===== src/hw/plcr_consts.vh =====
// Constants for the power loop configuration register slice.
`ifndef PLCR_CONSTS_VH
`define PLCR_CONSTS_VH
`define PLCR_ADDR_OFS_HI   8'h34
`define PLCR_ADDR_OFS_LO   8'h35
`define PLCR_ADDR_C2_TIM   8'h36
`define PLCR_ADDR_C2_STEP  8'h37
`define PLCR_ADDR_C2_CFG   8'h38
`define PLCR_ADDR_SPARE    8'h39
`define PLCR_ADDR_C1_TIM   8'h3A
`define PLCR_ADDR_C1_STEP  8'h3B
`define PLCR_RST_VAL       8'h00
`define PLCR_MASK_OFS_HI   8'h1F
`define PLCR_OFS_HI_MSB    4
`define PLCR_MASK_STEP     8'hF3
`define PLCR_MASK_CFG      8'hFE
`define PLCR_DEC_MSB       7
`define PLCR_DEC_LSB       5
`define PLCR_OFS_BIT       4
`define PLCR_LINE_BIT      3
`define PLCR_FB_MSB        2
`define PLCR_FB_LSB        1
`define PLCR_FB_OFF        2'h3
`define PLCR_INIT_MSB      7
`define PLCR_INIT_LSB      6
`define PLCR_MID_MSB       5
`define PLCR_MID_LSB       4
`define PLCR_MIN_MSB       3
`define PLCR_MIN_LSB       2
`define PLCR_DIV_MSB       1
`define PLCR_DIV_LSB       0
`define PLCR_CNT_L1        8'h3F
`define PLCR_CNT_L2        8'h7F
`define PLCR_CNT_L3        8'hFF
`define PLCR_CNT_S1        8'h1F
`define PLCR_CNT_S2        8'h3F
`define PLCR_CNT_S3        8'h7F
`define PLCR_STEP_I0       8'h01
`define PLCR_STEP_I1       8'h08
`define PLCR_STEP_I2       8'h10
`define PLCR_STEP_I3       8'h20
`define PLCR_CKDIV_0       5'h01
`define PLCR_CKDIV_1       5'h04
`define PLCR_CKDIV_2       5'h08
`define PLCR_CKDIV_3       5'h10
`endif


===== src/hw/plcr_regs.v =====
// Power loop configuration register slice with field decoding.
`timescale 1ns/1ns
`default_nettype none
// Notes on behaviour
// - The 3-bit decimation code selects a filter factor of two to the power of the code, 1 up to 128.
// - With offset refresh set the offset is updated in blanking after channel-on, otherwise zero current is driven in blanking.
// - The feedback select code picks monitor input 0, 1 or 2, and code 11 turns the power loop off.
// - The initial dwell code maps to 0, 63, 127 or 255 loop clock counts.
// - With line gating set the output is enabled only while the line strobe is high, otherwise the strobe is ignored.
// - The mid step is one half or one quarter of the initial step for codes 00 and 01, and 10 and 11 are reserved.
`include "plcr_consts.vh"
module plcr_regs (
  input  wire        i_clk,
  input  wire        i_sys_rst,
  input  wire        i_clk_en,
  input  wire        i_wr_en,
  input  wire        i_rd_en,
  input  wire [7:0]  i_addr,
  input  wire [7:0]  i_wr_data,
  input  wire        i_channel_on_signal,
  input  wire        i_blanking,
  input  wire        i_line_strobe,
  output reg  [7:0]  o_rd_data,
  output wire [12:0] o_offset_target,
  output wire [7:0]  o_decimation_factor,
  output wire [1:0]  o_feedback_input_select,
  output wire        o_loop_enable,
  output reg         o_offset_update,
  output reg         o_offset_zero,
  output reg         o_channel_output_enable,
  output wire [15:0] o_initial_dwell_count,
  output wire [15:0] o_mid_dwell_count,
  output wire [15:0] o_min_dwell_count,
  output wire [15:0] o_div_enable_count,
  output wire [9:0]  o_clock_divider,
  output wire [15:0] o_initial_step,
  output wire [15:0] o_mid_step_quarters,
  output wire [1:0]  o_mid_step_select_reserved
);

  reg  [7:0] ofs_hi_reg;
  reg  [7:0] ofs_lo_reg;
  reg  [7:0] cfg_reg;
  reg  [7:0] tim_reg [0:1];
  reg  [7:0] step_reg [0:1];
  reg  [7:0] rd_next;
  reg  [2:0] sync1_reg;
  reg  [2:0] sync2_reg;
  reg        on_seen_reg;
  wire       on_s;
  wire       blank_s;
  wire       strobe_s;

  function [7:0] long_cnt;
    input [1:0] code;
    begin
      case (code)
        2'h0:    long_cnt = 8'h00;
        2'h1:    long_cnt = `PLCR_CNT_L1;
        2'h2:    long_cnt = `PLCR_CNT_L2;
        default: long_cnt = `PLCR_CNT_L3;
      endcase
    end
  endfunction

  function [7:0] short_cnt;
    input [1:0] code;
    begin
      case (code)
        2'h0:    short_cnt = 8'h00;
        2'h1:    short_cnt = `PLCR_CNT_S1;
        2'h2:    short_cnt = `PLCR_CNT_S2;
        default: short_cnt = `PLCR_CNT_S3;
      endcase
    end
  endfunction

  function [7:0] init_step;
    input [1:0] code;
    begin
      case (code)
        2'h0:    init_step = `PLCR_STEP_I0;
        2'h1:    init_step = `PLCR_STEP_I1;
        2'h2:    init_step = `PLCR_STEP_I2;
        default: init_step = `PLCR_STEP_I3;
      endcase
    end
  endfunction

  function [4:0] ck_div;
    input [1:0] code;
    begin
      case (code)
        2'h0:    ck_div = `PLCR_CKDIV_0;
        2'h1:    ck_div = `PLCR_CKDIV_1;
        2'h2:    ck_div = `PLCR_CKDIV_2;
        default: ck_div = `PLCR_CKDIV_3;
      endcase
    end
  endfunction

  // Writes store only the implemented bits; reserved bits stay zero.
  always @(posedge i_clk or posedge i_sys_rst) begin
    if (i_sys_rst) begin
      ofs_hi_reg  <= `PLCR_RST_VAL;
      ofs_lo_reg  <= `PLCR_RST_VAL;
      cfg_reg     <= `PLCR_RST_VAL;
      tim_reg[0]  <= `PLCR_RST_VAL;
      tim_reg[1]  <= `PLCR_RST_VAL;
      step_reg[0] <= `PLCR_RST_VAL;
      step_reg[1] <= `PLCR_RST_VAL;
    end else if (i_clk_en && i_wr_en) begin
      case (i_addr)
        `PLCR_ADDR_OFS_HI:  ofs_hi_reg  <= i_wr_data & `PLCR_MASK_OFS_HI;
        `PLCR_ADDR_OFS_LO:  ofs_lo_reg  <= i_wr_data;
        `PLCR_ADDR_C2_TIM:  tim_reg[1]  <= i_wr_data;
        `PLCR_ADDR_C2_STEP: step_reg[1] <= i_wr_data & `PLCR_MASK_STEP;
        `PLCR_ADDR_C2_CFG:  cfg_reg     <= i_wr_data & `PLCR_MASK_CFG;
        `PLCR_ADDR_C1_TIM:  tim_reg[0]  <= i_wr_data;
        `PLCR_ADDR_C1_STEP: step_reg[0] <= i_wr_data & `PLCR_MASK_STEP;
        default:            ofs_lo_reg  <= ofs_lo_reg;
      endcase
    end
  end

  // Unmapped and spare addresses read back as zero.
  always @* begin
    case (i_addr)
      `PLCR_ADDR_OFS_HI:  rd_next = ofs_hi_reg;
      `PLCR_ADDR_OFS_LO:  rd_next = ofs_lo_reg;
      `PLCR_ADDR_C2_TIM:  rd_next = tim_reg[1];
      `PLCR_ADDR_C2_STEP: rd_next = step_reg[1];
      `PLCR_ADDR_C2_CFG:  rd_next = cfg_reg;
      `PLCR_ADDR_C1_TIM:  rd_next = tim_reg[0];
      `PLCR_ADDR_C1_STEP: rd_next = step_reg[0];
      default:            rd_next = `PLCR_RST_VAL;
    endcase
  end

  always @(posedge i_clk or posedge i_sys_rst) begin
    if (i_sys_rst) begin
      o_rd_data <= `PLCR_RST_VAL;
    end else if (i_clk_en && i_rd_en) begin
      o_rd_data <= rd_next;
    end
  end

  // Pin inputs pass two flip-flops before any logic reads them.
  always @(posedge i_clk or posedge i_sys_rst) begin
    if (i_sys_rst) begin
      sync1_reg <= 3'h0;
      sync2_reg <= 3'h0;
    end else if (i_clk_en) begin
      sync1_reg <= {i_line_strobe, i_blanking, i_channel_on_signal};
      sync2_reg <= sync1_reg;
    end
  end

  assign on_s     = sync2_reg[0];
  assign blank_s  = sync2_reg[1];
  assign strobe_s = sync2_reg[2];

  // Field decoders are combinational from the stored bytes.
  assign o_offset_target = {ofs_hi_reg[`PLCR_OFS_HI_MSB:0], ofs_lo_reg};
  assign o_decimation_factor =
    8'h01 << cfg_reg[`PLCR_DEC_MSB:`PLCR_DEC_LSB];
  assign o_feedback_input_select = cfg_reg[`PLCR_FB_MSB:`PLCR_FB_LSB];
  assign o_loop_enable =
    (o_feedback_input_select != `PLCR_FB_OFF);

  // The channel-on flag is armed by channel-on and spent when a blanking period with an offset update ends.
  // Channel-on wins when it meets the clear in the same cycle.
  always @(posedge i_clk or posedge i_sys_rst) begin
    if (i_sys_rst) begin
      on_seen_reg             <= 1'b0;
      o_offset_update         <= 1'b0;
      o_offset_zero           <= 1'b0;
      o_channel_output_enable <= 1'b0;
    end else if (i_clk_en) begin
      if (on_s) begin
        on_seen_reg <= 1'b1;
      end else if (!blank_s && o_offset_update) begin
        on_seen_reg <= 1'b0;
      end
      o_offset_update <= cfg_reg[`PLCR_OFS_BIT] && blank_s
                         && (on_seen_reg || on_s);
      o_offset_zero   <= !cfg_reg[`PLCR_OFS_BIT] && blank_s;
      o_channel_output_enable <= on_s
        && (!cfg_reg[`PLCR_LINE_BIT] || strobe_s);
    end
  end

  // Index 0 is channel 1 and index 1 is channel 2.
  genvar ch;
  generate
    for (ch = 0; ch < 2; ch = ch + 1) begin : g_ch
      wire [7:0] ist;
      wire [1:0] msel;
      assign ist  = init_step(step_reg[ch][`PLCR_INIT_MSB:`PLCR_INIT_LSB]);
      assign msel = step_reg[ch][`PLCR_MID_MSB:`PLCR_MID_LSB];
      assign o_initial_dwell_count[ch*8 +: 8] =
        long_cnt(tim_reg[ch][`PLCR_INIT_MSB:`PLCR_INIT_LSB]);
      assign o_mid_dwell_count[ch*8 +: 8] =
        short_cnt(tim_reg[ch][`PLCR_MID_MSB:`PLCR_MID_LSB]);
      assign o_min_dwell_count[ch*8 +: 8] =
        short_cnt(tim_reg[ch][`PLCR_MIN_MSB:`PLCR_MIN_LSB]);
      assign o_div_enable_count[ch*8 +: 8] =
        long_cnt(tim_reg[ch][`PLCR_DIV_MSB:`PLCR_DIV_LSB]);
      assign o_clock_divider[ch*5 +: 5] =
        ck_div(step_reg[ch][`PLCR_DIV_MSB:`PLCR_DIV_LSB]);
      assign o_initial_step[ch*8 +: 8] = ist;
      // Quarter-LSB units keep half and quarter steps exact.
      // Reserved mid step codes give a zero step and raise the flag.
      assign o_mid_step_quarters[ch*8 +: 8] =
        (msel == 2'h0) ? {ist[6:0], 1'b0} :
        (msel == 2'h1) ? ist : 8'h00;
      assign o_mid_step_select_reserved[ch] = msel[1];
    end
  endgenerate

endmodule
`default_nettype wire


===== config.mk =====
export PLATFORM = sky130hd
export DESIGN_NAME = plcr_regs
export DESIGN_NICKNAME = d
export VERILOG_FILES = /design/src/hw/plcr_regs.v
export VERILOG_INCLUDE_DIRS = /design/src /design/src/hw
export SDC_FILE = /design/constraint.sdc
export NUM_CORES = 1
export LEC_CHECK = 0
export BUFFER_PORTS_ARGS = -buffer_cell sky130_fd_sc_hd__buf_2
export CAP_MARGIN = 40
export CORE_MARGIN = 1
export CORE_UTILIZATION = 40
export CTS_BUF_LIST = sky130_fd_sc_hd__clkbuf_4 sky130_fd_sc_hd__clkbuf_8
export DETAILED_ROUTE_END_ITERATION = 10
export PLACE_DENSITY_LB_ADDON = 0.15
export SYNTH_ARGS = -nofsm -noshare
export SYNTH_HDL_FRONTEND = slang
export SYNTH_SLANG_ARGS = --single-unit
export TNS_END_PERCENT = 10

===== constraint.sdc =====
create_clock -name i_clk -period 2.73 [get_ports i_clk]
set_input_delay 0.546 -clock i_clk [delete_from_list [all_inputs] [get_ports i_clk]]
set_output_delay 0.546 -clock i_clk [all_outputs]
set_load 0.01 [all_outputs]

# Word level (Yosys, flattened, before mapping)
# Cells that the tools add are included.
dict set report totals {
  word_cells 103
  register_bits 66
  out_inout_bits 143
}
dict set report op_classes {
  muxes 19
  shift 1
  n_eq_ne 34
  reduce_logical 35
}
# operator n
set ops {}
lappend ops {{8-bit one-hot mux with 3 select lines} 4}
lappend ops {{7-bit one-hot mux with 3 select lines} 4}
lappend ops {{8-bit by 6-bit equality test with 1-bit output, second input constant} 7}
lappend ops {{8-bit one-hot mux with 7 select lines} 1}
lappend ops {{6-bit one-hot mux with 3 select lines} 2}
lappend ops {{8-bit two-way mux} 4}
lappend ops {{5-bit one-hot mux with 3 select lines} 2}
lappend ops {{2-bit by 1-bit equality test with 1-bit output, second input constant} 14}
lappend ops {{2-bit zero test} 14}
lappend ops {{2-bit equality test, second input constant} 12}
lappend ops {{2-bit AND reduction} 8}
lappend ops {{1-bit by 3-bit << shifter with 8-bit output, first input constant} 1}
lappend ops {{1-bit logical AND} 7}
lappend ops {{1-bit zero test} 3}
lappend ops {{1-bit logical OR} 2}
lappend ops {{1-bit two-way mux} 2}
lappend ops {{2-bit != test, second input constant} 1}
lappend ops {{2-bit nonzero test} 1}

# Depth between registers and ports, before layout
# Gate-level depths: netlist of run 1.
dict set report logic_depth {
  word_depth 4
  depth_mapped 7
  mapped_depth_nobuf 5
}

# Least setup slack after synthesis of run 1
# No wires, ideal clock.
dict set report synth_timing {
  path_type {input to register}
  start {input i_addr[6]}
  end {register ofs_lo_reg[0]}
  arrival_time_ns 1.735
  stages 5
  path_slack_ns 0.870
  setup_ns 0.125
  n_path_buf 1
  cell_sequence {and4bb_1 > buf_6 > nand2_4 > nor3b_4 > mux2_2}
}
dict set report synth_via {
  elab_chain_cells 2
}
# item line_no
set synth_lines {}
lappend synth_lines {{start, declared} plcr_regs.v:18} ;# input wire [7:0] i_addr,
lappend synth_lines {{8-bit by 6-bit equality test with 1-bit output} plcr_regs.v:113} ;# case (i_addr)
lappend synth_lines {{2-bit AND reduction (no source line)} n/a}
lappend synth_lines {{end signal, assigned} plcr_regs.v:106} ;# ofs_lo_reg <= `PLCR_RST_VAL;
lappend synth_lines {{end signal, assigned} plcr_regs.v:115} ;# `PLCR_ADDR_OFS_LO: ofs_lo_reg <= i_wr_data;
lappend synth_lines {{end signal, assigned} plcr_regs.v:121} ;# default: ofs_lo_reg <= ofs_lo_reg;
lappend synth_lines {{end, declared} plcr_regs.v:42} ;# reg [7:0] ofs_lo_reg;
# No other way between the ends.
# A chain may end at the register's enable or synchronous reset.

# Worst setup path in the final report of run 1
dict set report layout_timing {
  start {register step_reg[15] (netlist bit)}
  end {output o_mid_step_quarters[4]}
}
dict set report layout_via {
  elab_chain_cells 4
  elab_cells_between_ends 6
}
# item line_no
set layout_lines {}
lappend layout_lines {{start, declared} plcr_regs.v:45} ;# reg [7:0] step_reg [0:1];
lappend layout_lines {{2-bit equality test, or another cell as far along} plcr_regs.v:81} ;# case (code)
lappend layout_lines {{6-bit one-hot mux with 3 select lines (*)} plcr_regs.v:81}
lappend layout_lines {{8-bit two-way mux} plcr_regs.v:216} ;# (msel == 2'h1) ? ist : 8'h00;
lappend layout_lines {{8-bit two-way mux (*)} plcr_regs.v:215} ;# (msel == 2'h0) ? {ist[6:0], 1'b0} :
lappend layout_lines {{end, declared} plcr_regs.v:37} ;# output wire [15:0] o_mid_step_quarters,
# Every way passes the cells marked *; elsewhere a longest branch is shown, timed or not.

==> out/metrics.csv, run 1 <==
stage;metric;value;unit
setup_path;cp_cell_sequence;nand2b_1 > nor2_1 > a21oi_1 > nor2_1 > buf_2;
floorplan;dieArea;0.01029;mm^2
global_routing;grt_util_met3;4.624;%
status;status;finished, final reports clean;
setup_path;crit_top_cell;nor2_1;
logic_synthesis;ys_types;52;
sta;finClkSkew;8.343;ps
setup_path;worstPathArrival;1440;ps
global_routing;grt.busiest_layer;met2;
sta;finalSetupViolations;0;
logic_synthesis;synthTopCellsByArea;dfrtp_1, mux2_2, buf_4;
finish;n_antenna_cell;0;
global_routing;grt_pass1_wl;14770;um
placed_design;gp_congestion;0.8798;
clocking;clock_sinks;66;
clocking;cts_root_buffer;clkbuf_8;
pwr;clkPwrFrac;42.9;%
pwr;internal_power;1.731;mW
clocking;cts_made_buffers;9;
routing;firstDrtPassIters;4;
setup_path;worstSetupEndpointType;output pin;
finish;area_growth;17.15;%
global_routing;met1_usage;26.59;%
clocking;cts_setup_buffers;0;
worst_hold_path;hold_class;in -> async;
clocking;clock_latency;350;ps
clocking;cts_hold_buffers;0;
floorplan;placementRows;35;
placed_design;dp_hpwl;7188;um
finish;layout-drive-gt1-share;51.06;%
global_routing;grt_use_met2;28.89;%
logic_synthesis;async_reset_ff_share;100.0;%
global_routing;grt_start_max_net_pins;37;
clocking;cts_max_path_buffers;2;
logic_synthesis;synth_area;0.003954;mm^2
global_routing;grt_overflow;0;
sta;period_share;72.63;%
setup_path;worstPathMaxFanout;10;
sta;min_period;1983;ps
logic_synthesis;synth_ff_type;dfrtp_1;
routing;drt_iter0_markers;138;
finish;layout.nets;491;
sta;rsz0062_at_grt;no;
routing;drc_errors;0;
clocking;htree_levels;3;
logic_synthesis;synthCells;375;
setup_path;crit_slowest_cell;dfrtp_1;
pwr;power_frac_comb;11.7;%
pwr;switchingPower;579.8;uW
routing;via_per_inst;4.958;
pwr;p_leak;2.599;nW
pwr;seq_power_share;45.4;%
logic_synthesis;synth_top_area_share;41.77;%
pwr;switching_share;25.09;%
setup_path;max_stage_delay;490;ps
routing;drt-total-wl;9476;um
finish;largest_register_ffs;16;
sta;hold_viol;0;
floorplan;start_util;41.99;%
routing;ant_nets;0;
setup_path;critPathLaunchType;register;
logic_synthesis;synth_edf_count;0;
routing;dr_total_vias;2980;
logic_synthesis;synth-seq-cells;66;
sta;fmax;504.3;MHz
setup_path;critPathTopFamily;flip-flops;
logic_synthesis;yosysWarnings;0;
run;drv_cap;0;
setup_path;required;2180;ps
sta;drv_slew;0;
logic_synthesis;synth_top_area_cell;dfrtp_1;
logic_synthesis;synth_seq_area_share;41.77;%
floorplan;chipHeight;101.4;um
sta;final.setup.tns;0;ps
clocking;clk_pin_slew;70;ps
pwr;powerDensity;498.8;mW/mm^2
finish;stdcell_area;0.004632;mm^2
placed_design;port_buffers;148;
placed_design;postPlaceCellArea;0.004390;mm^2
setup_path;crit_type;reg -> out;
global_routing;grt_pass1_vias;2734;
floorplan;coreArea;0.009415;mm^2
global_routing;grt_antenna_before_repair;0;
floorplan;io_pins;167;
floorplan;die_w;101.4;um
logic_synthesis;syn_avg_cell_area;10.54;um^2
clocking;cts_resized;0;
sta;relSlewSlack;54.54;%
setup_path;worst-path-buf-inv;1;
pwr;peakVddDrop;249.6;uV
routing;detail_route.wl_per_cell;15.77;um
clocking;cts_tree;built;
global_routing;track_usage;19.12;%
sta;tightestPinTransition;680.9;ps
[logic make-up after synthesis]
group	after synthesis	synth area share [%]
AND/OR/NAND/NOR	106	16.74
buffers and inverters	95	15.13
flip-flops	66	41.77
multiplexers	62	17.47
AO/OA/AOI/OAI	43	8.355
XOR/XNOR	2	0.4431
other	1	0.09485
[metal layers]
layer | vias to the layer above | part of all wire, %
met4 | 0 | 1.9
li1 | 1410 | -
met2 | 113 | 46
met1 | 1440 | 47
met5 | - | 0
met3 | 17 | 5.4
[synth_stat cells, types with 3 or more instances]
cell type,instances
dfrtp_1,66
buf_4,59
mux2_2,56
clkbuf_1,20
nand2_1,16
nor2b_1,14
and2_1,13
nor2_1,13
nor3b_1,9
o21ai_0,8
or2_2,8
inv_1,7
mux2i_1,6
a32oi_1,5
o221ai_1,5
a22o_1,4
buf_2,4
nand2b_1,4
nand3_1,4
nor3_1,4
a21oi_1,3
and3_1,3
buf_1,3
[worst paths after layout]
path	from	to	slack, ps	cells after the start
max in group asynchronous	i_sys_rst	o_rd_data[6]	1800	3
worst max-delay path	step_reg[15]	o_mid_step_quarters[4]	750	5
min in group i_clk	i_blanking	sync1_reg[1]	420	2
worst min-delay path	i_sys_rst	tim_reg[0]	300	2
worst max register to register	cfg_reg[7]	o_rd_data[7]	1370	3
worst min register to register	o_rd_data[4]	o_rd_data[4]	470	2
[final cells by class]
cell class	instances	area (um^2)
Clock inverter	7	117.6
Tap cell	129	161.4
Timing Repair Buffer	152	783.3
Clock buffer	9	123.9
Fill cell	899	4783
Inverter	7	26.28
Sequential cell	66	1652
Multi-Input combinational cell	231	1768
[power by group through the flow]
stage | combinational (mW) | sequential (mW) | clock [mW]
after CTS | 0.273 | 1.05 | 1.01
after global placement | 0.271 | 1.07 | 0
after global routing | 0.302 | 1.06 | 1.05
final | 0.270 | 1.05 | 0.992
after floorplan | 0.226 | 1.06 | 0
after detailed placement | 0.273 | 1.07 | 0
[metrics by stage]
stage | hold slack, ps | total power [mW] | setup WS [ps] | cells | util [%]
2_1_floorplan | 464.6 | 1.282 | 529.2 | 392 | -
3_3_place_gp | 462.4 | 1.338 | 375.1 | 585 | 46.63
3_5_place_dp | 467.6 | 1.341 | 386.2 | 585 | 46.63
4_1_cts | 316.3 | 2.336 | 721.0 | 601 | 49.20
6_report | 299.1 | 2.310 | 747.1 | 601 | 49.20
5_1_grt | 358.5 | 2.411 | 621.3 | 601 | 49.20
[worst reg2reg max path, cell delays in order (launching register included)]
cell and delay [ps]:
dfrtp_1 490, nor3b_1 190, a311o_1 330, a32o_1 240
[cells in the final DEF (no fill, tap or decap), drive strengths merged, types with 3 or more instances in the layout]
master,instances
o21ai,8
conb,18
a21oi,3
nor3,6
inv,7
a22o,4
nor3b,10
buf,152
nor2b,14
or2,8
nand2b,4
and2,14
mux2i,6
dfrtp,66
o221ai,5
clkbuf,9
a32oi,5
mux2,56
nand2,18
and3,3
bufinv,3
nand3,6
clkinv,4
nor2,13
(Power assumes the default switching activity.)
==> inputs of run 2 (changes only) <==
Clock period 2.73 ns to 1.8 ns, I/O delays scaled along.
==> run 2 against run 1 <==
Net effect: non-clock buffer count is 33 higher; first-iteration DRC count is 0.72% higher; worst hold slack worse by 220 ps; via count is 3.2% higher; sequential share of layout area is 1.3 points lower; critical path type unchanged.
==> out/metrics.csv, run 2 (synthesis results as in run 1) <==
stage;metric;value;unit
clocking;cts_max_path_buffers;2;
clocking;cts_root_buffer;clkbuf_8;
setup_path;r2r-start;tim_reg[2];
routing;dr_total_vias;3076;
routing;via_per_inst;4.867;
clocking;cts_hold_buffers;0;
finish;area_growth;21.99;%
floorplan;dieArea;0.01029;mm^2
floorplan;io_pins;167;
setup_path;worstPathMaxFanout;8;
setup_path;critPathTopFamily;flip-flops;
sta;finClkSkew;5.008;ps
clocking;htree_levels;3;
sta;rsz0062_at_grt;yes;
setup_path;ff2ff_path_depth;4;
setup_path;required;1440;ps
sta;min_period;1706;ps
global_routing;grt_use_met2;30.82;%
routing;detail_route.wl_per_cell;15.20;um
setup_path;crit_type;reg -> out;
sta;relSlewSlack;62.43;%
placed_design;pre_cts_ws;-60.55;ps
setup_path;startpoint;g_ch[1].msel[0];
global_routing;grt_pass1_vias;2857;
placed_design;gp_congestion;0.8845;
floorplan;coreArea;0.009415;mm^2
global_routing;met1_usage;27.77;%
setup_path;r2r_setup_slack;420;ps
sta;drv_slew;0;
global_routing;grt_util_met3;3.934;%
placed_design;dp_hpwl;7308;um
global_routing;grt_antenna_before_repair;0;
pwr;peakVddDrop;282.0;uV
routing;drt-total-wl;9604;um
finish;mostFrequentLayoutCell;buf_2;
sta;timing.final.ws_setup;93.61;ps
clocking;clock_sinks;66;
sta;period_share;94.80;%
global_routing;track_usage;19.77;%
setup_path;cp_cell_sequence;xor2_1 > nor3b_1 > buf_2;
sta;tightestPinTransition;555.7;ps
routing;ant_nets;0;
placed_design;port_buffers;148;
floorplan;chipHeight;101.4;um
clocking;cts_made_buffers;9;
floorplan;die_w;101.4;um
run;drv_cap;0;
setup_path;max_stage_delay;480;ps
worst_hold_path;hold_class;in -> async;
setup_path;worstPathArrival;1350;ps
status;status;finished, final reports clean;
routing;drt_iter0_markers;139;
pwr;powerDensity;640.0;mW/mm^2
sta;fmax;586.0;MHz
sta;finalSetupViolations;0;
setup_path;crit_slowest_cell;dfrtp_1;
global_routing;grt_start_max_net_pins;67;
clocking;clock_latency;340;ps
global_routing;grt_overflow;0;
setup_path;timing.rr.end;o_rd_data[2];
setup_path;worst-path-buf-inv;1;
finish;layout-drive-gt1-share;55.07;%
setup_path;critPathLaunchType;register;
floorplan;placementRows;35;
routing;drc_errors;0;
pwr;p_leak;2.712;nW
finish;layout_common_cells;buf_2, dfrtp_1, mux2_2, buf_4, conb_1;
routing;firstDrtPassIters;4;
finish;n_antenna_cell;0;
clocking;cts_tree;built;
floorplan;start_util;41.99;%
global_routing;grt.busiest_layer;met2;
finish;layout.nets;524;
sta;hold_viol;0;
global_routing;grt_pass1_wl;15190;um
finish;n_fill_cell;882;
setup_path;worstSetupEndpointType;output pin;
pwr;total_power;3.087;mW
clocking;clk_pin_slew;70;ps
finish;largest_register_ffs;16;
run 2: cell type report:
type                       count  area (um^2)  area share [%]
multi-input combinational    231         1768           36.65
sequential                    66         1658           34.37
timing repair buffer         185         1044           21.63
tap                          129        161.4           3.346
clock buffer                  11        145.1           3.009
inverter                       7        30.03          0.6226
clock inverter                 3        17.52          0.3632
run 2: tightest hold or removal path, cell delays in order:
cell        delay (ps)
buf_2              110
clkinvlp_4          70
buf_12             280
run 2: power breakdown:
part,switching [mW],internal (mW)
Combinational,0.244,0.188
Sequential,0.0554,1.54
Clock,0.530,0.532
run 2: stage by stage:
step                instances  TNS (ps)  hold slack, ps  area [um^2]  utilization [%]
global placement          617    -59.40           473.8         4647            49.36
detailed placement        617    -645.4           482.9         4647            49.36
floorplan                 392         0           464.6         4021                -
finish                    632         0           79.77         4823            51.23
global route              632   -0.7274           138.1         4823            51.23
CTS                       631         0           118.8         4810            51.08
run 2: worst max path at each step:
stage,cells past startpoint,end,slack (ps)
6_report,3,o_mid_step_quarters[13],90
5_1_grt,5,o_mid_step_quarters[12],-0.7
4_1_cts,5,o_mid_step_quarters[4],40
3_5_place_dp,8,o_rd_data[0],-60
3_3_place_gp,8,o_rd_data[0],-50
2_1_floorplan,5,ofs_lo_reg[0],130
run 2: layer usage:
layer | vias to the layer above | routed length [um]
met3 | 7 | 504
li1 | 1478 | -
met5 | - | 0
met4 | 0 | 78
met2 | 116 | 4501
met1 | 1475 | 4520
run 2: timing repair:
action                                  4_1_cts  5_1_grt
endpoints found under the hold margin         0        0
buffers inserted                              0        1
endpoints found under the setup margin        0        5
gates resized for setup                       0        5
